[src/hdl/rate_limiter_defines.svh]
// Offsets, field positions, reset values and rate constants for the rate limiter.
// Assumes inclusion by the limiter module only.
`ifndef RATE_LIMITER_DEFINES_SVH
`define RATE_LIMITER_DEFINES_SVH
`define OFS_INGRESS_10 8'h74
`define OFS_INGRESS_32 8'h76
`define OFS_EGRESS_10 8'h78
`define OFS_PORT_CTRL3 8'h72
`define OFS_QUEUE_CFG 8'h80
`define OFS_STATUS 8'h84
`define FLD_HI_MSB 14
`define FLD_HI_LSB 8
`define FLD_LO_MSB 6
`define FLD_LO_LSB 0
`define LIMIT_RESET 7'h00
`define CODE_NO_LIMIT 7'h00
`define CODE_MBPS_MAX_100 7'h64
`define CODE_MBPS_MAX_10 7'h0a
`define CODE_KBPS_FIRST 7'h65
`define CODE_KBPS_LAST 7'h73
`define GAP_BYTES 12
`define PREAMBLE_BYTES 8
`define CLK_HZ 25000000
// Credit unit: bits scaled by 64 Kbps; per tick add 1 unit per 64 Kbps of limit
`define TICK_HZ 64000
`define TICK_CYCLES (`CLK_HZ / `TICK_HZ)
`endif

[src/hdl/rate_limiter_pkg.sv]
// Types shared by the rate limiter.
// Assumes the defines header sits beside it.
package rate_limiter_pkg;
  typedef struct packed {
    logic valid;
    logic [1:0] prio;
    logic [10:0] length;
    logic bcast;
    logic mcast;
    logic flood;
  } frame_req_t;
  typedef enum logic [2:0] {
    ST_IDLE = 3'b001,
    ST_CHECK = 3'b010,
    ST_DONE = 3'b100
  } limiter_state_t;
endpackage

[src/hdl/port_rate_limiter.sv]
// Per-priority ingress and per-queue egress rate limiter for one switch port, Wishbone slave.
// Assumes frame descriptors come from the forwarding path synchronous to mclk.
`timescale 1ns/1ps
`include "rate_limiter_defines.svh"
module port_rate_limiter
  import rate_limiter_pkg::*;
#(
  parameter int BUCKET_W = 24,
  parameter int TICK_CYCLES = `TICK_CYCLES
)
(
  input wire logic mclk,
  input wire logic reset,
  input wire logic [7:0] wb_adr_i,
  input wire logic [31:0] wb_dat_i,
  output logic [31:0] wb_dat_o,
  input wire logic wb_we_i,
  input wire logic [3:0] wb_sel_i,
  input wire logic wb_cyc_i,
  input wire logic wb_stb_i,
  output logic wb_ack_o,
  output logic wb_err_o,
  input wire logic link_100m,
  input wire frame_req_t ing_req,
  output logic ing_done,
  output logic ing_pass,
  input wire frame_req_t egr_req,
  output logic egr_grant
);

  if (BUCKET_W < 20 || BUCKET_W > 31 || TICK_CYCLES < 1)
  begin
    $error("port_rate_limiter: unsupported parameter values");
  end

  // ****************************************
  // Functions
  // ****************************************
  // Refill per tick in 64 Kbps units; zero means unlimited
  function automatic logic [11:0] refill_units(input logic [6:0] code, input logic fast);
    logic [11:0] r;
    r = 12'h000;
    if (code >= `CODE_KBPS_FIRST && code <= `CODE_KBPS_LAST)
      r = {5'h00, code - `CODE_KBPS_FIRST} + 12'h001;
    else if (fast && code != `CODE_NO_LIMIT && code <= `CODE_MBPS_MAX_100)
      r = {5'h00, code} * 12'h010; // 1 Mbps = 15.625 units, 16 used
    else if (!fast && code != `CODE_NO_LIMIT && code <= `CODE_MBPS_MAX_10)
      r = {5'h00, code} * 12'h010;
    else if (code != `CODE_NO_LIMIT)
      r = fast ? 12'h640 : 12'h0a0; // Out of range: clamp to link rate
    return r;
  endfunction

  function automatic logic [BUCKET_W-1:0] frame_bits(input logic [10:0] len,
                                                    input logic gap, input logic pre);
    logic [13:0] b;
    b = {3'h0, len};
    if (gap)
      b = b + 14'(`GAP_BYTES);
    if (pre)
      b = b + 14'(`PREAMBLE_BYTES);
    return BUCKET_W'({b, 3'h0});
  endfunction

  // ****************************************
  // Registers
  // ****************************************
  logic [6:0] ing_lim_q [4];
  logic [6:0] egr_lim_q [2];
  logic [1:0] ing_mode_q;
  logic count_gap_q;
  logic count_pre_q;
  logic two_queues_q;
  logic [15:0] drop_cnt_q;
  logic wb_hit;

  assign wb_hit = wb_cyc_i && wb_stb_i && !wb_ack_o && !wb_err_o;

  always_ff @(posedge mclk)
  begin
    if (reset)
    begin
      for (int i = 0; i < 4; i++)
        ing_lim_q[i] <= `LIMIT_RESET;
      for (int i = 0; i < 2; i++)
        egr_lim_q[i] <= `LIMIT_RESET;
      ing_mode_q <= 2'h0;
      count_gap_q <= 1'b0;
      count_pre_q <= 1'b0;
      two_queues_q <= 1'b0;
    end
    else if (wb_hit && wb_we_i)
    begin
      unique case (wb_adr_i)
        `OFS_INGRESS_10:
        begin
          if (wb_sel_i[1])
            ing_lim_q[1] <= wb_dat_i[`FLD_HI_MSB:`FLD_HI_LSB];
          if (wb_sel_i[0])
            ing_lim_q[0] <= wb_dat_i[`FLD_LO_MSB:`FLD_LO_LSB];
        end
        `OFS_INGRESS_32:
        begin
          if (wb_sel_i[1])
            ing_lim_q[3] <= wb_dat_i[`FLD_HI_MSB:`FLD_HI_LSB];
          if (wb_sel_i[0])
            ing_lim_q[2] <= wb_dat_i[`FLD_LO_MSB:`FLD_LO_LSB];
        end
        `OFS_EGRESS_10:
        begin
          if (wb_sel_i[1])
            egr_lim_q[1] <= wb_dat_i[`FLD_HI_MSB:`FLD_HI_LSB];
          if (wb_sel_i[0])
            egr_lim_q[0] <= wb_dat_i[`FLD_LO_MSB:`FLD_LO_LSB];
        end
        `OFS_PORT_CTRL3:
        begin
          if (wb_sel_i[0])
          begin
            ing_mode_q <= wb_dat_i[3:2];
            count_gap_q <= wb_dat_i[1];
            count_pre_q <= wb_dat_i[0];
          end
        end
        `OFS_QUEUE_CFG:
        begin
          if (wb_sel_i[0])
            two_queues_q <= wb_dat_i[0];
        end
        default:
        begin
        end
      endcase
    end
  end

  function automatic logic wb_mapped(input logic [7:0] a);
    return a == `OFS_INGRESS_10 || a == `OFS_INGRESS_32 || a == `OFS_EGRESS_10 ||
           a == `OFS_PORT_CTRL3 || a == `OFS_QUEUE_CFG || a == `OFS_STATUS;
  endfunction

  // Single-cycle answer: ack or err one cycle after request
  always_ff @(posedge mclk)
  begin
    if (reset)
    begin
      wb_ack_o <= 1'b0;
      wb_err_o <= 1'b0;
      wb_dat_o <= 32'h0000_0000;
    end
    else
    begin
      wb_ack_o <= wb_hit && wb_mapped(wb_adr_i);
      wb_err_o <= wb_hit && !wb_mapped(wb_adr_i);
      unique case (wb_adr_i)
        `OFS_INGRESS_10: wb_dat_o <= {17'h0, ing_lim_q[1], 1'b0, ing_lim_q[0]};
        `OFS_INGRESS_32: wb_dat_o <= {17'h0, ing_lim_q[3], 1'b0, ing_lim_q[2]};
        `OFS_EGRESS_10: wb_dat_o <= {17'h0, egr_lim_q[1], 1'b0, egr_lim_q[0]};
        `OFS_PORT_CTRL3: wb_dat_o <= {28'h0, ing_mode_q, count_gap_q, count_pre_q};
        `OFS_QUEUE_CFG: wb_dat_o <= {31'h0, two_queues_q};
        `OFS_STATUS: wb_dat_o <= {16'h0, drop_cnt_q};
        default: wb_dat_o <= 32'h0000_0000;
      endcase
    end
  end

  // ****************************************
  // Refill tick
  // ****************************************
  logic [$clog2(TICK_CYCLES+1)-1:0] tick_cnt_q;
  logic tick;

  assign tick = tick_cnt_q == '0;

  always_ff @(posedge mclk)
  begin
    if (reset)
      tick_cnt_q <= '0;
    else if (tick)
      tick_cnt_q <= ($clog2(TICK_CYCLES+1))'(TICK_CYCLES - 1);
    else
      tick_cnt_q <= tick_cnt_q - 1'b1;
  end

  // ****************************************
  // Token buckets, signed credit
  // ****************************************
  logic signed [BUCKET_W-1:0] ing_cred_q [4];
  logic signed [BUCKET_W-1:0] egr_cred_q [2];
  logic [BUCKET_W-1:0] cap;
  logic ing_counted;
  logic ing_limited;
  logic ing_ok;
  logic [1:0] egr_idx;
  logic egr_active;
  logic egr_ok;
  logic egr_limited;

  assign cap = BUCKET_W'(24'h00_8000);

  // Which frames count toward ingress limiting
  always_comb
  begin
    unique case (ing_mode_q)
      2'h0: ing_counted = 1'b1;
      2'h1: ing_counted = ing_req.bcast || ing_req.mcast || ing_req.flood;
      2'h2: ing_counted = ing_req.bcast || ing_req.mcast;
      default: ing_counted = ing_req.bcast;
    endcase
  end

  assign ing_limited = refill_units(ing_lim_q[ing_req.prio], link_100m) != 12'h000;
  assign ing_ok = !ing_counted || !ing_limited || ing_cred_q[ing_req.prio] > 0;

  // Queue count picks which egress limit applies
  assign egr_idx = two_queues_q ? {1'b0, egr_req.prio[0]} : 2'h0;
  assign egr_active = egr_req.prio < 2'h2 || !two_queues_q ? 1'b1 : 1'b0;
  assign egr_limited = refill_units(egr_lim_q[egr_idx[0]], link_100m) != 12'h000;
  assign egr_ok = !egr_limited || egr_cred_q[egr_idx[0]] > 0;

  always_ff @(posedge mclk)
  begin
    if (reset)
    begin
      for (int i = 0; i < 4; i++)
        ing_cred_q[i] <= '0;
    end
    else
    begin
      for (int i = 0; i < 4; i++)
      begin
        logic signed [BUCKET_W-1:0] c;
        c = ing_cred_q[i];
        if (tick && c < $signed(cap))
          c = c + $signed(BUCKET_W'(refill_units(ing_lim_q[i], link_100m)));
        // Only limited buckets are debited, so no debt builds up while unlimited
        if (ing_req.valid && ing_req.prio == 2'(i) && ing_counted && ing_ok && ing_limited)
          c = c - $signed(frame_bits(ing_req.length, count_gap_q, count_pre_q));
        ing_cred_q[i] <= c;
      end
    end
  end

  always_ff @(posedge mclk)
  begin
    if (reset)
    begin
      for (int i = 0; i < 2; i++)
        egr_cred_q[i] <= '0;
    end
    else
    begin
      for (int i = 0; i < 2; i++)
      begin
        logic signed [BUCKET_W-1:0] c;
        c = egr_cred_q[i];
        if (tick && c < $signed(cap))
          c = c + $signed(BUCKET_W'(refill_units(egr_lim_q[i], link_100m)));
        // Only limited buckets are debited, so no debt builds up while unlimited
        if (egr_req.valid && egr_active && egr_ok && !egr_grant && egr_idx == 2'(i) &&
            egr_limited)
          c = c - $signed(frame_bits(egr_req.length, count_gap_q, count_pre_q));
        egr_cred_q[i] <= c;
      end
    end
  end

  // ****************************************
  // Decisions
  // ****************************************
  always_ff @(posedge mclk)
  begin
    if (reset)
    begin
      ing_done <= 1'b0;
      ing_pass <= 1'b0;
      egr_grant <= 1'b0;
      drop_cnt_q <= 16'h0000;
    end
    else
    begin
      ing_done <= ing_req.valid;
      ing_pass <= ing_req.valid && ing_ok;
      // Egress frames wait for credit, never dropped
      egr_grant <= egr_req.valid && egr_active && egr_ok && !egr_grant;
      if (ing_req.valid && !ing_ok && drop_cnt_q != 16'hffff)
        drop_cnt_q <= drop_cnt_q + 16'h0001;
    end
  end

  // ****************************************
  // Assertions
  // ****************************************
  no_limit_pass_a: assert property (@(posedge mclk) disable iff (reset)
    ing_req.valid && ing_lim_q[ing_req.prio] == `CODE_NO_LIMIT |=> ing_pass)
    else $error("unlimited ingress frame not passed");

  pass_implies_done_a: assert property (@(posedge mclk) disable iff (reset)
    ing_pass |-> ing_done)
    else $error("ingress pass without done");

  grant_one_cycle_a: assert property (@(posedge mclk) disable iff (reset)
    egr_grant |=> !egr_grant)
    else $error("egress grant held two cycles");

  bcast_only_pass_a: assert property (@(posedge mclk) disable iff (reset)
    ing_req.valid && ing_mode_q == 2'h3 && !ing_req.bcast |=> ing_pass)
    else $error("uncounted ingress frame dropped");

  empty_bucket_drop_a: assert property (@(posedge mclk) disable iff (reset)
    ing_req.valid && ing_counted && ing_limited && !(ing_cred_q[ing_req.prio] > 0)
    |=> ing_done && !ing_pass)
    else $error("ingress frame passed with no credit");

  high_prio_ignored_a: assert property (@(posedge mclk) disable iff (reset)
    two_queues_q && egr_req.valid && egr_req.prio[1] |=> !egr_grant)
    else $error("ignored egress priority granted");

  limits_reset_a: assert property (@(posedge mclk)
    reset |=> ing_lim_q[0] == `LIMIT_RESET && ing_lim_q[1] == `LIMIT_RESET &&
      ing_lim_q[2] == `LIMIT_RESET && ing_lim_q[3] == `LIMIT_RESET &&
      egr_lim_q[0] == `LIMIT_RESET && egr_lim_q[1] == `LIMIT_RESET)
    else $error("limit field not cleared by reset");

  egr_unlimited_a: assert property (@(posedge mclk) disable iff (reset)
    egr_req.valid && egr_active && !egr_limited && !egr_grant |=> egr_grant)
    else $error("unlimited egress frame not granted");
endmodule

[config.mk]
export PLATFORM = sky130hd
export DESIGN_NAME = port_rate_limiter
export DESIGN_NICKNAME = d
export VERILOG_FILES = /design/src/hdl/rate_limiter_pkg.sv /design/src/hdl/port_rate_limiter.sv
export VERILOG_INCLUDE_DIRS = /design/src /design/src/hdl
export SDC_FILE = /design/constraint.sdc
export NUM_CORES = 1
export LEC_CHECK = 0
export BUFFER_PORTS_ARGS = -buffer_cell sky130_fd_sc_hd__buf_2
export CAP_MARGIN = 20
export CORE_MARGIN = 2
export CORE_UTILIZATION = 30
export DETAILED_ROUTE_END_ITERATION = 16
export PLACE_DENSITY = 0.46
export RECOVER_POWER = 50
export SLEW_MARGIN = 20
export SYNTH_ARGS = -nofsm -noshare
export SYNTH_HDL_FRONTEND = slang
export SYNTH_SLANG_ARGS = --single-unit
[constraint.sdc]
create_clock -name mclk -period 7.6 [get_ports mclk]
set_input_delay 1.9 -clock mclk [delete_from_list [all_inputs] [get_ports mclk]]
set_output_delay 1.9 -clock mclk [all_outputs]
set_load 0.01 [all_outputs]
## Word level (Yosys, flattened, before mapping)

Memories as Yosys holds them, arrays and structs flattened.
Cells that the tools add are included.

| word-level totals | value |
|---|---|
| bits in registers | 67 |
| output and inout port bits | 37 |
| logic and storage cells | 384 |
| input bits | 84 |
| bits in writable memories | 186 |
| memories | 4 |

| cells by class | value |
|---|---|
| equality and inequality tests | 13 |
| bitwise operators | 12 |
| magnitude comparators | 41 |
| reductions and logical operators | 116 |
| add/subtract/negate cells | 38 |
| muxes and demuxes | 147 |

Memories:

| name | words | width | read ports | clocked after memory_dff | write ports | RTL line | source |
|---|---|---|---|---|---|---|---|
| ing_cred_q | 4 | 24 | 5 | 0 | 4 | port_rate_limiter.sv:188 | `logic signed [BUCKET_W-1:0] ing_cred_q [4];` |
| egr_cred_q | 2 | 24 | 3 | 0 | 2 | port_rate_limiter.sv:189 | `logic signed [BUCKET_W-1:0] egr_cred_q [2];` |
| ing_lim_q | 4 | 7 | 5 | 0 | 4 | port_rate_limiter.sv:68 | `logic [6:0] ing_lim_q [4];` |
| egr_lim_q | 2 | 7 | 3 | 0 | 2 | port_rate_limiter.sv:69 | `logic [6:0] egr_lim_q [2];` |

Operators with widths:

| cell | count |
|---|---|
| two-way mux 24 bit | 30 |
| two-way mux 14 bit | 30 |
| two-way mux 11 bit | 33 |
| two-way mux 12 bit | 14 |
| adder 24 x 13 -> 24 bit | 6 |
| less-than comparator 24 x 17 -> 1 bit, second input constant | 6 |
| subtractor 24 x 18 -> 24 bit | 6 |
| <= comparator 7 bit, second input constant | 16 |
| one-hot mux 16 bit (6 select lines) | 1 |
| adder 14 x 4 -> 14 bit, second input constant | 6 |
| logical AND 1 bit | 78 |
| adder 7 x 1 -> 8 bit, second input constant | 8 |
| greater-or-equal comparator 7 bit, second input constant | 8 |
| <= comparator 7 x 4 -> 1 bit, second input constant | 8 |
| nonzero test 7 bit | 8 |
| subtractor 7 bit, second input constant | 8 |
| > comparator 24 x 1 -> 1 bit, second input constant | 2 |
| two-way mux 7 bit | 6 |
| == test 8 x 7 -> 1 bit, second input constant | 4 |
| two-way mux 1 bit | 31 |
| adder 11 x 4 -> 12 bit, second input constant | 2 |
| nonzero test 12 bit | 2 |
| adder 16 x 1 -> 16 bit, second input constant | 1 |
| == test 8 bit, second input constant | 2 |
| other kinds (15) | 51 |

## Logic depth before layout (Yosys ltp)

Gate-level depths: netlist of run 1.
An unclocked memory read counts as a cell.

| logic depth | value |
|---|---|
| depth after elaboration | 25 |
| mapped depth | 28 |
| mapped depth without buffers | 26 |

## Worst setup path before layout of run 1

Ideal clock, no wire load.

| timing path | value |
|---|---|
| kind | input to register |
| start | input link_100m |
| end | memory ing_cred_q[2][23] |
| stages | 21 |
| arrival | 6.431 ns |
| setup time | 0.070 ns |
| slack | 1.099 ns |
| path buffers | 1 |
| data required time | 7.530 ns |
| path through | clkbuf_1 -> o21ai_0 -> or2_2 -> o211ai_1 -> o21ai_0 -> ha_1 -> or3_1 -> a21oi_1 -> nor2_1 -> xnor2_1 -> a21oi_1 -> ha_1 -> inv_1 -> o21ai_0 -> a2111oi_0 -> nor3_1 -> o31a_1 -> o21ai_0 -> nand2_1 -> or3b_1 -> a21oi_1 |

RTL lines:

| what | RTL line | source |
|---|---|---|
| start, declared | port_rate_limiter.sv:23 | `input wire logic link_100m,` |
| end, declared | port_rate_limiter.sv:188 |  |

==> out/qor.yml, run 1 <==
run_status: "finished with violations"
violations: "capacitance limit, slew limit"
crit_type: "input pin to flip-flop"
cts_tree: "done"
ir_drop_v: 0.0001196
p_sw_w: 0.002379
dr_wl_met2_um: 31270
tightest_slew_ns: 3.022
whs_path_depth: 1
synthArstFlopShare_pct: 0
synth_cell_types: 102
fin_area_mm2: 0.02486
yosysTopAreaCellShare_pct: 17.46
fin_setup_tns_ns: 0
grt_max_degree: 82
dr.pass1.iters: 7
endpoint_kind: "flip-flop"
cp-startpoint: "reset"
cts_setup_buffers: 0
dpl.hpwl_um: 53630
required_ns: 8.00
finClkSkew_ns: 0.03598
worst_slew_margin_rel_pct: -101.5
wl_um: 69650
drcViolationCount: 0
io_buffer_count: 81
cts_hold_buf: 0
vias: 20950
yosysWarningCount: 0
rows: 100
setup-violations-final: 0
grt_overflow: 0
maxCapViolCount: 3
syn_to_final_growth_pct: 11.17
hold_path.class: "flip-flop to flip-flop"
min_period_over_period_pct: 91.69
vias_per_cell: 5.357
cts.repair.resized: 0
htreeDepth: 2
synth-edff-count: 42
synth_flop_cell: "dfxtp_1"
crit_arrival_ns: 7.37
synth_top_area_cell: "dfxtp_1"
r2r_slack_ns: 1.13
endpoint: "ing_cred_q[0][20]"
timing.fmax_mhz: 143.5
drv_slew: 183
first_global_vias: 20140
m1WireLength_um: 33100
cp-start-kind: "input pin"
ant_nets: 0
synthTopCellsByArea: "dfxtp_1 17%, ha_1 10%, xnor2_1 6.4%"
worstReg2RegStart: "ing_lim_q[0][0]"
swShare_pct: 40.43
final_nets: 3199
ios: 121
clkTransAtPathRegs_ns: 0.06
worstPathMaxFanout: 51
r2r_end: "ing_cred_q[0][19]"
met3_length_um: 2996
total_power_w: 0.005883
total_leakage_power_nw: 9.937
top_layer_used: "met5"
grt_pass1_wl_um: 110400
fp.dieH_um: 277.0
cts_root_buffer: "clkbuf_16"
synth-seq-area-share_pct: 23.09
antenna_found_initial: 3
cts_buffers: 34
synthCells: 2871
drive_above_1_share_pct: 8.126
rsz0062_at_grt: "no"
drt_iter0_drc: 1329
die-area_mm2: 0.07675
cts_sinks: 237
fin_crit_ns: 6.969
power_frac_comb_pct: 44.0
placed_area_mm2: 0.02379
p_clk_share_pct: 27.8
finalHoldViolCount: 0
synthesis.area_mm2: 0.02236
powerDensity_mw_per_mm2: 236.6
start_util_pct: 30.19
reg2reg_depth: 24
wl_per_cell_um: 17.81
gr-usage-all-layers_pct: 17.75
synth-seq-cells: 237
p_seq_share_pct: 28.2
core_area_mm2: 0.07407
clockBufferDepth: 3
insertion_delay_ns: 0.56
die_w_um: 277.0
intPower_w: 0.003504
place_congestion: 0.8602
avgSynthCellArea_um2: 7.790
==> worst min path at each step <==
stage	slack, ns	endpoint	start
6_report	0.46	wb_ack_o	wb_ack_o
5_1_grt	0.47	wb_ack_o	wb_ack_o
4_1_cts	0.45	wb_ack_o	wb_ack_o
3_5_place_dp	0.44	wb_ack_o	wb_ack_o
3_3_place_gp	0.44	wb_ack_o	wb_ack_o
2_1_floorplan	0.45	ing_cred_q[2][23]	ing_cred_q[2][23]
==> cells by family (layout without fill, tap and decap cells) <==
family	after synthesis	after routing	synth area share, %
adder cells (fa/ha/maj)	197	197	11.42
other	2	23	0.03358
multiplexers	68	68	3.547
XOR/XNOR	257	257	10.13
buffers and inverters	246	296	4.487
flip-flops	237	237	23.09
AND/OR/NAND/NOR	1129	1129	25.31
AO/OA/AOI/OAI	735	735	21.98
==> through the flow <==
stage | utilization, % | worst slack, ns | hold slack (ns) | cells
global route | 33.56 | 0.2616 | 0.4732 | 3910
floorplan | - | 1.099 | 0.4452 | 2891
detailed placement | 32.12 | 0.4213 | 0.4418 | 3851
CTS | 33.62 | 1.007 | 0.4550 | 3910
global placement | 32.11 | 0.4778 | 0.4388 | 3851
finish | 33.56 | 0.6313 | 0.4577 | 3911
==> sequential cells by signal, summed over array words and instances (netlist names) <==
register      count
tick_cnt_q        9
wb_err_o          1
ing_lim_q        28
drop_cnt_q       16
ing_pass          1
count_gap_q       1
wb_ack_o          1
ing_mode_q        2
egr_lim_q        14
egr_cred_q       48
wb_dat_o         16
ing_cred_q       96
two_queues_q      1
ing_done          1
count_pre_q       1
egr_grant         1
==> synth_stat cells (10+ instances only) <==
cell type    n
and2_1      71
a21o_1      47
nand3b_1    10
o31ai_1     19
or2_2       33
a2111oi_0   10
a21oi_1    180
nor3_1      93
a211oi_1    70
o22ai_1     13
nor2_1     302
o21bai_1    17
xnor2_1    164
nor3b_1     11
nand2b_1    31
nand3_1     79
o2111ai_1   10
clkbuf_1    95
o211ai_1    29
o21ai_0    151
nor2b_1     29
dfxtp_1    195
inv_1      117
and3_1      47
nand4_1     43
o211a_1     14
edfxtp_1    42
fa_1        12
o21a_1      19
a31oi_1     22
a22oi_1     11
or3_1       30
xor2_1      92
ha_1       185
a222oi_1    13
nand2_1    252
nor4_1      49
mux2i_1     41
buf_4       17
a21boi_0    18
o31a_1      12
mux2_2      20
==> final cells by class <==
class,count,area [µm²]
Sequential cell,237,5166
Antenna cell,1,2.502
Multi-Input combinational cell,2408,16270
Timing Repair Buffer,118,646.9
Clock inverter,18,196.4
Fill cell,7821,49210
Clock buffer,41,917.1
Tap cell,969,1212
Inverter,119,446.7
==> cell usage in the layout (no fill, tap or decap), types with 22 or more instances in the layout <==
cell type,instances
and3_1,47
buf_4,34
edfxtp_1,42
or2_2,33
nor4_1,49
ha_1,185
inv_1,117
and2_1,31
o21ai_0,151
a31oi_1,22
mux2i_1,41
and2_0,40
a21oi_1,180
nor3_1,93
a211oi_1,70
dfxtp_1,194
clkbuf_1,26
a21o_1,47
or3_1,30
clkbuf_16,34
nand4_1,43
nand2b_1,31
nand2_1,252
o211ai_1,29
buf_2,59
nor2_1,301
nor2b_1,29
xnor2_1,164
conb_1,22
xor2_1,92
nand3_1,79
==> critical path, stage by stage <==
cell	delay [ns]
clkbuf_1	2.09
clkinv_1	1.62
clkbuf_2	0.74
and3_1	0.43
and2_1	0.17
a311oi_1	0.23
o211ai_1	0.13
==> power groups by stage <==
stage | Combinational, W | Clock (W) | Sequential [W]
floorplan | 0.00202 | 0 | 0.00160
global placement | 0.00254 | 0 | 0.00168
detailed placement | 0.00257 | 0 | 0.00168
CTS | 0.00259 | 0.00169 | 0.00165
global route | 0.00292 | 0.00173 | 0.00169
finish | 0.00259 | 0.00164 | 0.00166
==> metal layers <==
layer  up-vias  global-route usage (%)
met5         -                       0
met1      9855                   23.62
met3       108                   2.624
met4         4                   5.839
met2       446                   29.34
li1      10540                       -
No activity file was read; power rests on OpenSTA's default activity.
==> inputs of run 2 (changes only) <==
Settings changed: CORE_UTILIZATION 30 to 62, HOLD_SLACK_MARGIN set to 0.12, PLACE_DENSITY 0.46 to 0.82.
==> run 2 against run 1 <==
  * The run still ends with capacitance limit, slew limit left
  * First-iteration DRC count up 29%
  * Die area down 51%
  * Combinational power about the same
  * Largest power group unchanged
  * Critical path type is now flip-flop to flip-flop
  * Total power down 2.6%
  * Final area down 3.1%
  * Sequential share of layout area up 0.66 points
  * Routed wire length down 12%
  * Cell count down 13%
  * Worst hold slack better by 0.0038 ns
==> out/qor.yml, run 2 (synthesized netlist as in run 1, its figures left out) <==
endpoint_kind: "flip-flop"
first_global_vias: 20840  # +3.5%
final-instance-count-excl-fill: 3388  # -13%
insertion_delay_ns: 0.59  # +0.03 ns
ant_nets: 0  # unchanged
maxCapViolCount: 3  # unchanged
worst_slew_margin_rel_pct: -110.3  # -8.9 points
rsz0062_at_grt: "no"
timing.fmax_mhz: 145.1  # +1.1%
powerDensity_mw_per_mm2: 238.0  # +0.56%
drt_iter0_drc: 1708  # +29%
ios: 121  # unchanged
place_congestion: 0.9426  # +9.6%
dp_cells: 3334  # -13%
crit_arrival_ns: 7.23  # -0.14 ns
die-area_mm2: 0.03761  # -51%
antenna_found_initial: 0  # -3
path_cells: "inv_1 -> ha_1 -> xnor2_1 -> nor3b_1 -> nand3_1 -> or3_1 -> a31o_2 -> ha_1 -> inv_1 -> o221ai_1 -> xnor2_1 -> o21ai_0 -> ha_1 -> a21o_1 -> a2111oi_0 -> nor2_1 -> a22oi_1 -> a2111oi_0 -> nor3_1 -> a21boi_0 -> nor4_1 -> nor3_1"
fin_setup_tns_ns: 0  # unchanged
whs_path_depth: 1  # unchanged
cts_buffers: 29  # -15%
fin_crit_ns: 6.894  # -0.07509 ns
critPathMaxStageDelay_ns: 0.66  # -1.43 ns
io_buffer_count: 81  # unchanged
grt_max_degree: 77  # -6.1%
r2r_slack_ns: 0.71  # -0.42 ns
fill_cells: 2939  # -62%
die_w_um: 193.9  # -30%
violations: "capacitance limit, slew limit"
fin_area_mm2: 0.02409  # -3.1%
grt_pass1_wl_um: 100600  # -8.9%
total_leakage_power_nw: 9.869  # -0.68%
grt_overflow: 0  # unchanged
finClkSkew_ns: 0.02721  # -0.008771 ns
drcViolationCount: 0  # unchanged
cp-start-kind: "flip-flop"
cts_tree: "done"
cts.repair.resized: 0  # unchanged
min_period_over_period_pct: 90.71  # -0.99 points
hold_path.class: "flip-flop to flip-flop"
largest_reg_flops: 96  # unchanged
reg_top3: "ing_cred_q: 96 flops, egr_cred_q: 48 flops, ing_lim_q: 28 flops"
cpMaxStageDelayCell: "a2111oi_0"
placed_area_mm2: 0.02308  # -3.0%
clkTransAtPathRegs_ns: 0.06  # about the same
fp.dieH_um: 193.9  # -30%
worstPathMaxFanout: 10  # -80%
vias: 21750  # +3.8%
core_area_mm2: 0.03557  # -52%
setup-violations-final: 0  # unchanged
wl_per_cell_um: 18.02  # +1.2%
largest_register: "ing_cred_q"
final_common_cell: "nor2_1"
syn_to_final_growth_pct: 7.715
drv_slew: 144  # -21%
clockBufferDepth: 3  # unchanged
cts_setup_buffers: 0  # unchanged
wl_um: 61050  # -12%
tightest_slew_ns: 3.155  # +0.1328 ns
dr.pass1.iters: 6  # -1
required_ns: 7.94  # -0.06 ns
dpl.hpwl_um: 45900  # -14%
htreeDepth: 1  # -1
final_nets: 3185  # -0.44%
rows: 69  # -31%
vias_per_cell: 6.419  # +20%
cpMostUsedCell: "ha_1"
finalHoldViolCount: 0  # unchanged
run_status: "finished with violations"
crit_type: "flip-flop to flip-flop"
drive_above_1_share_pct: 7.687  # -0.44 points
ir_drop_v: 0.0002630  # +120%
cts_root_buffer: "clkbuf_16"
num_antenna_cells: 0  # -1
cts_sinks: 237  # unchanged
cts_hold_buf: 0  # unchanged
reg2reg_depth: 22  # -8.3%
layout_common_cells: "302 x nor2_1, 252 x nand2_1, 195 x dfxtp_1, 185 x ha_1, 180 x a21oi_1"
gr-usage-all-layers_pct: 31.58  # +14 points
start_util_pct: 62.87  # +33 points
run 2: cell count changes in the layout (fill, tap and decap cells not counted), sizes merged:
cell / delta
diode: -1
inv: +2
bufinv: +1
buf: -8
clkbuf: -5
clkinv: -4
run 2: final timing paths:
check,from,end
setup / recovery,ing_lim_q[0][0],ing_cred_q[0][19]
hold / removal,wb_err_o,wb_ack_o
setup reg to reg,ing_lim_q[0][0],ing_cred_q[0][19]
hold reg to reg,wb_err_o,wb_ack_o
run 2: worst max-delay path, delay by kind of cell, from the launching register on:
| family | cells | cell delay, ns |
|---|---|---|
| compound gates | 8 | 2.40 |
| xor+xnor | 2 | 0.44 |
| fa+ha+maj | 3 | 1.03 |
| buf+inv | 2 | 0.33 |
| flops | 1 | 0.62 |
| simple gates | 7 | 1.83 |
run 2: per-layer routing:
metal	vias to the layer above	track usage [%]	part of all wire, %
met5	-	0	0
met4	0	13.22	4.1
met3	171	3.757	7.8
met2	865	53.21	46
met1	10190	41.05	42
li1	10520	-	-
run 2: layout make-up:
type | count | area, µm² | share of cell area, %
sequential | 237 | 5165 | 21.44
clock buffer | 37 | 838.3 | 3.480
clock inverter | 17 | 211.5 | 0.8778
tap | 461 | 576.8 | 2.394
multi-input combinational | 2408 | 16270 | 67.54
inverter | 119 | 446.7 | 1.854
timing repair buffer | 109 | 580.6 | 2.410
run 2: power breakdown:
group / total [W] / internal [W] / switching, W / leakage (nW)
Clock: 0.00152 / 0.000920 / 0.000604 / 0.512
Sequential: 0.00165 / 0.00145 / 0.000205 / 2.04
Combinational: 0.00256 / 0.00107 / 0.00148 / 7.32
run 2: metrics by stage:
step / hold slack (ns) / total power, W / setup WS [ns] / utilization [%]
finish: 0.4615 / 0.005733 / 0.7064 / 67.73
global route: 0.4847 / 0.006119 / 0.07420 / 67.73
CTS: 0.4539 / 0.005708 / 0.8047 / 67.84
detailed placement: 0.4452 / 0.004164 / 0.4751 / 64.89
global placement: 0.4376 / 0.004064 / 0.5861 / 64.89
floorplan: 0.4452 / 0.003621 / 1.099 / -
==> inputs of run 3 (changes only) <==
--- a/config.mk
+++ b/config.mk
@@ -10,3 +10,3 @@
 export CAP_MARGIN = 20
-export CORE_MARGIN = 2
+export CORE_MARGIN = 8
 export CORE_UTILIZATION = 62
@@ -14,3 +14,3 @@
 export HOLD_SLACK_MARGIN = 0.12
-export PLACE_DENSITY = 0.82
+export PLACE_DENSITY_LB_ADDON = 0.25
 export RECOVER_POWER = 50
==> constraint.sdc (replaced) <==
create_clock -name mclk -period 7.6 [get_ports mclk]
set_input_delay 0.76 -clock mclk [delete_from_list [all_inputs] [get_ports mclk]]
set_output_delay 0.76 -clock mclk [all_outputs]
set_load 0.01 [all_outputs]
==> run 3 against run 2 <==
  * The run still ends with capacitance limit, slew limit left
  * Worst hold slack got worse by 0.019 ns
  * Global-route usage is 3.2 points lower
  * Sequential cell count is the same
  * Core utilization is 0.20 points higher
  * Non-clock buffer count shrank 7
  * Die area grew 13%
  * Total power grew 2.5%
  * Combinational power is essentially flat
  * Final area rose by 0.30%
  * Worst setup slack worse by 0.24 ns
  * Sequential share of layout area fell by 0.063 points
  * Largest power group unchanged
==> out/qor.yml, run 3 (synthesized netlist as in run 1, its figures left out) <==
run_status: "finished with violations"
violations: "capacitance limit, slew limit"
total_leakage_power_nw: 9.876  # about the same
vias_per_cell: 6.380  # -0.60%
final_common_cell: "nor2_1"
fill_cells: 3021  # +2.8%
powerDensity_mw_per_mm2: 243.3  # +2.2%
placed_area_mm2: 0.02303  # -0.23%
timing.fmax_mhz: 140.1  # -3.4%
endpoint_kind: "flip-flop"
syn_to_final_growth_pct: 8.034
cts_tree: "done"
finalHoldViolCount: 0  # unchanged
grt_pass1_wl_um: 101200  # +0.64%
fin_setup_tns_ns: 0  # unchanged
final_util_pct: 67.93  # +0.20 points
reg_top3: "ing_cred_q: 96 flops, egr_cred_q: 48 flops, ing_lim_q: 28 flops"
reg2reg_depth: 22  # unchanged
required_ns: 8.04  # +0.10 ns
grt_max_degree: 79  # +2.6%
finClkSkew_ns: 0.02925  # +0.002045 ns
clockBufferDepth: 3  # unchanged
first_global_vias: 20740  # -0.47%
layout_common_cells: "302 x nor2_1, 252 x nand2_1, 195 x dfxtp_1, 185 x ha_1, 180 x a21oi_1"
drv_slew: 173  # +20%
crit_arrival_ns: 7.57  # +0.34 ns
cts_sinks: 237  # unchanged
dpl.hpwl_um: 46270  # +0.81%
cp-start-kind: "flip-flop"
min_period_over_period_pct: 93.91  # +3.2 points
pre_cts_ws_ns: 0.7445  # +0.2694 ns
start_util_pct: 62.87  # unchanged
clkTransAtPathRegs_ns: 0.06  # about the same
antenna_found_initial: 1  # +1
dr.pass1.iters: 8  # +2
worstReg2RegStart: "ing_lim_q[0][0]"
fin_crit_ns: 7.137  # +0.2433 ns
whs_path_depth: 3  # +2
worst_slew_margin_rel_pct: -152.3  # -42 points
ios: 121  # unchanged
crit_type: "flip-flop to flip-flop"
worstPathMaxFanout: 10  # unchanged
core_area_mm2: 0.03557  # unchanged
cts.repair.resized: 0  # unchanged
cts_hold_buf: 0  # unchanged
drcViolationCount: 0  # unchanged
vias: 21590  # -0.75%
insertion_delay_ns: 0.60  # about the same
maxCapViolCount: 4  # +1
hold_path.startpoint: "wb_stb_i"
largest_reg_flops: 96  # unchanged
drt_iter0_drc: 1728  # +1.2%
rows: 69  # unchanged
grt_overflow: 0  # unchanged
wl_um: 61740  # +1.1%
cts_root_buffer: "clkbuf_16"
ir_drop_v: 0.0002206  # -16%
hold_end: "wb_ack_o"
hold_path.class: "input pin to flip-flop"
die-area_mm2: 0.04241  # +13%
die_w_um: 205.9  # +6.2%
fin_area_mm2: 0.02416  # +0.30%
place_congestion: 0.9503  # +0.82%
fp.dieH_um: 205.9  # +6.2%
num_antenna_cells: 0  # unchanged
setup_ws_ns: 0.4631  # -0.2433 ns
tightest_slew_ns: 3.784  # +0.6294 ns
rsz0062_at_grt: "no"
cts_setup_buffers: 0  # unchanged
drive_above_1_share_pct: 7.358  # -0.33 points
gr-usage-all-layers_pct: 28.39  # -3.2 points
largest_register: "ing_cred_q"
r2r_end: "ing_cred_q[0][21]"
htreeDepth: 1  # unchanged
io_buffer_count: 81  # unchanged
ant_nets: 0  # unchanged
final_nets: 3179  # -0.19%
wl_per_cell_um: 18.25  # +1.3%
r2r_slack_ns: 0.46  # -0.24 ns
cts_buffers: 30  # +3.4%
setup-violations-final: 0  # unchanged
[run 3: changes by cell type in the layout (fill, tap and decap cells not counted), moves of 3 or more]
cell / before / now
bufinv_16: 4 / 7
and2_0: 33 / 38
clkbuf_1: 26 / 31
and2_1: 38 / 33
inv_6: 4 / 0
buf_4: 26 / 17
[run 3: how the worst max path moves through the flow]
stage                               start                end  slack (ns)  cells after the start
after CTS                 ing_lim_q[0][0]  ing_cred_q[0][21]        0.67                     22
after detailed placement  ing_lim_q[0][0]  ing_cred_q[0][21]        0.74                     22
final                     ing_lim_q[0][0]  ing_cred_q[0][21]        0.46                     22
after floorplan           ing_lim_q[2][1]  ing_cred_q[2][23]        1.70                     24
after global placement    ing_lim_q[0][0]  ing_cred_q[0][21]        0.90                     22
after global routing      ing_lim_q[0][0]  ing_cred_q[0][21]        0.06                     22
[run 3: final cells by class]
cell class                 instances  area [µm²]  share of cell area (%)
timing repair buffer             102       519.2                   2.149
tap                              461       576.8                   2.387
sequential                       237        5165                   21.38
clock buffer                      42       903.4                   3.739
multi-input combinational       2408       16270                   67.35
inverter                         119       446.7                   1.849
clock inverter                    14       277.8                   1.150
[run 3: report_power, final]
group	switching [W]	internal (W)	leakage [nW]
combinational	0.00148	0.00107	7.27
sequential	0.000209	0.00145	2.04
clock	0.000602	0.00107	0.567
total	0.00229	0.00358	9.88
[run 3: worst max-delay path, cell delays in order (launching register included)]
cell and delay (ns):
edfxtp_1 0.62, inv_1 0.18, ha_1 0.27, xnor2_1 0.27
nor3b_1 0.33, nand3_1 0.15, or3_1 0.40, a31o_2 0.27
ha_1 0.36, nand3_1 0.12, o221ai_1 0.40, xnor2_1 0.11
o21ai_0 0.26, ha_1 0.31, a21o_1 0.20, a2111oi_0 0.75
nor2_1 0.13, a22oi_1 0.37, a2111oi_0 0.21, o41ai_1 0.83
a31oi_1 0.22, xor2_1 0.16, nor2_1 0.05
[run 3: per-stage QoR]
stage          cells  total power, W  hold slack, ns
2_1_floorplan   2891        0.003621          0.4452
3_3_place_gp    3327        0.004068          0.4334
3_5_place_dp    3327        0.004162          0.4335
4_1_cts         3383        0.005850          0.4283
5_1_grt         3383        0.006262          0.4467
6_report        3383        0.005878          0.4423
[run 3: routing by layer]
metal / vias up / part of all wire (%) / wire (µm) / global-route usage [%]
li1: 10500 / - / - / -
met2: 805 / 47 / 28970 / 48.52
met4: 0 / 3.4 / 2127 / 10.70
met3: 154 / 6.9 / 4259 / 3.871
met1: 10130 / 43 / 26390 / 35.97
met5: - / 0 / 0 / 0
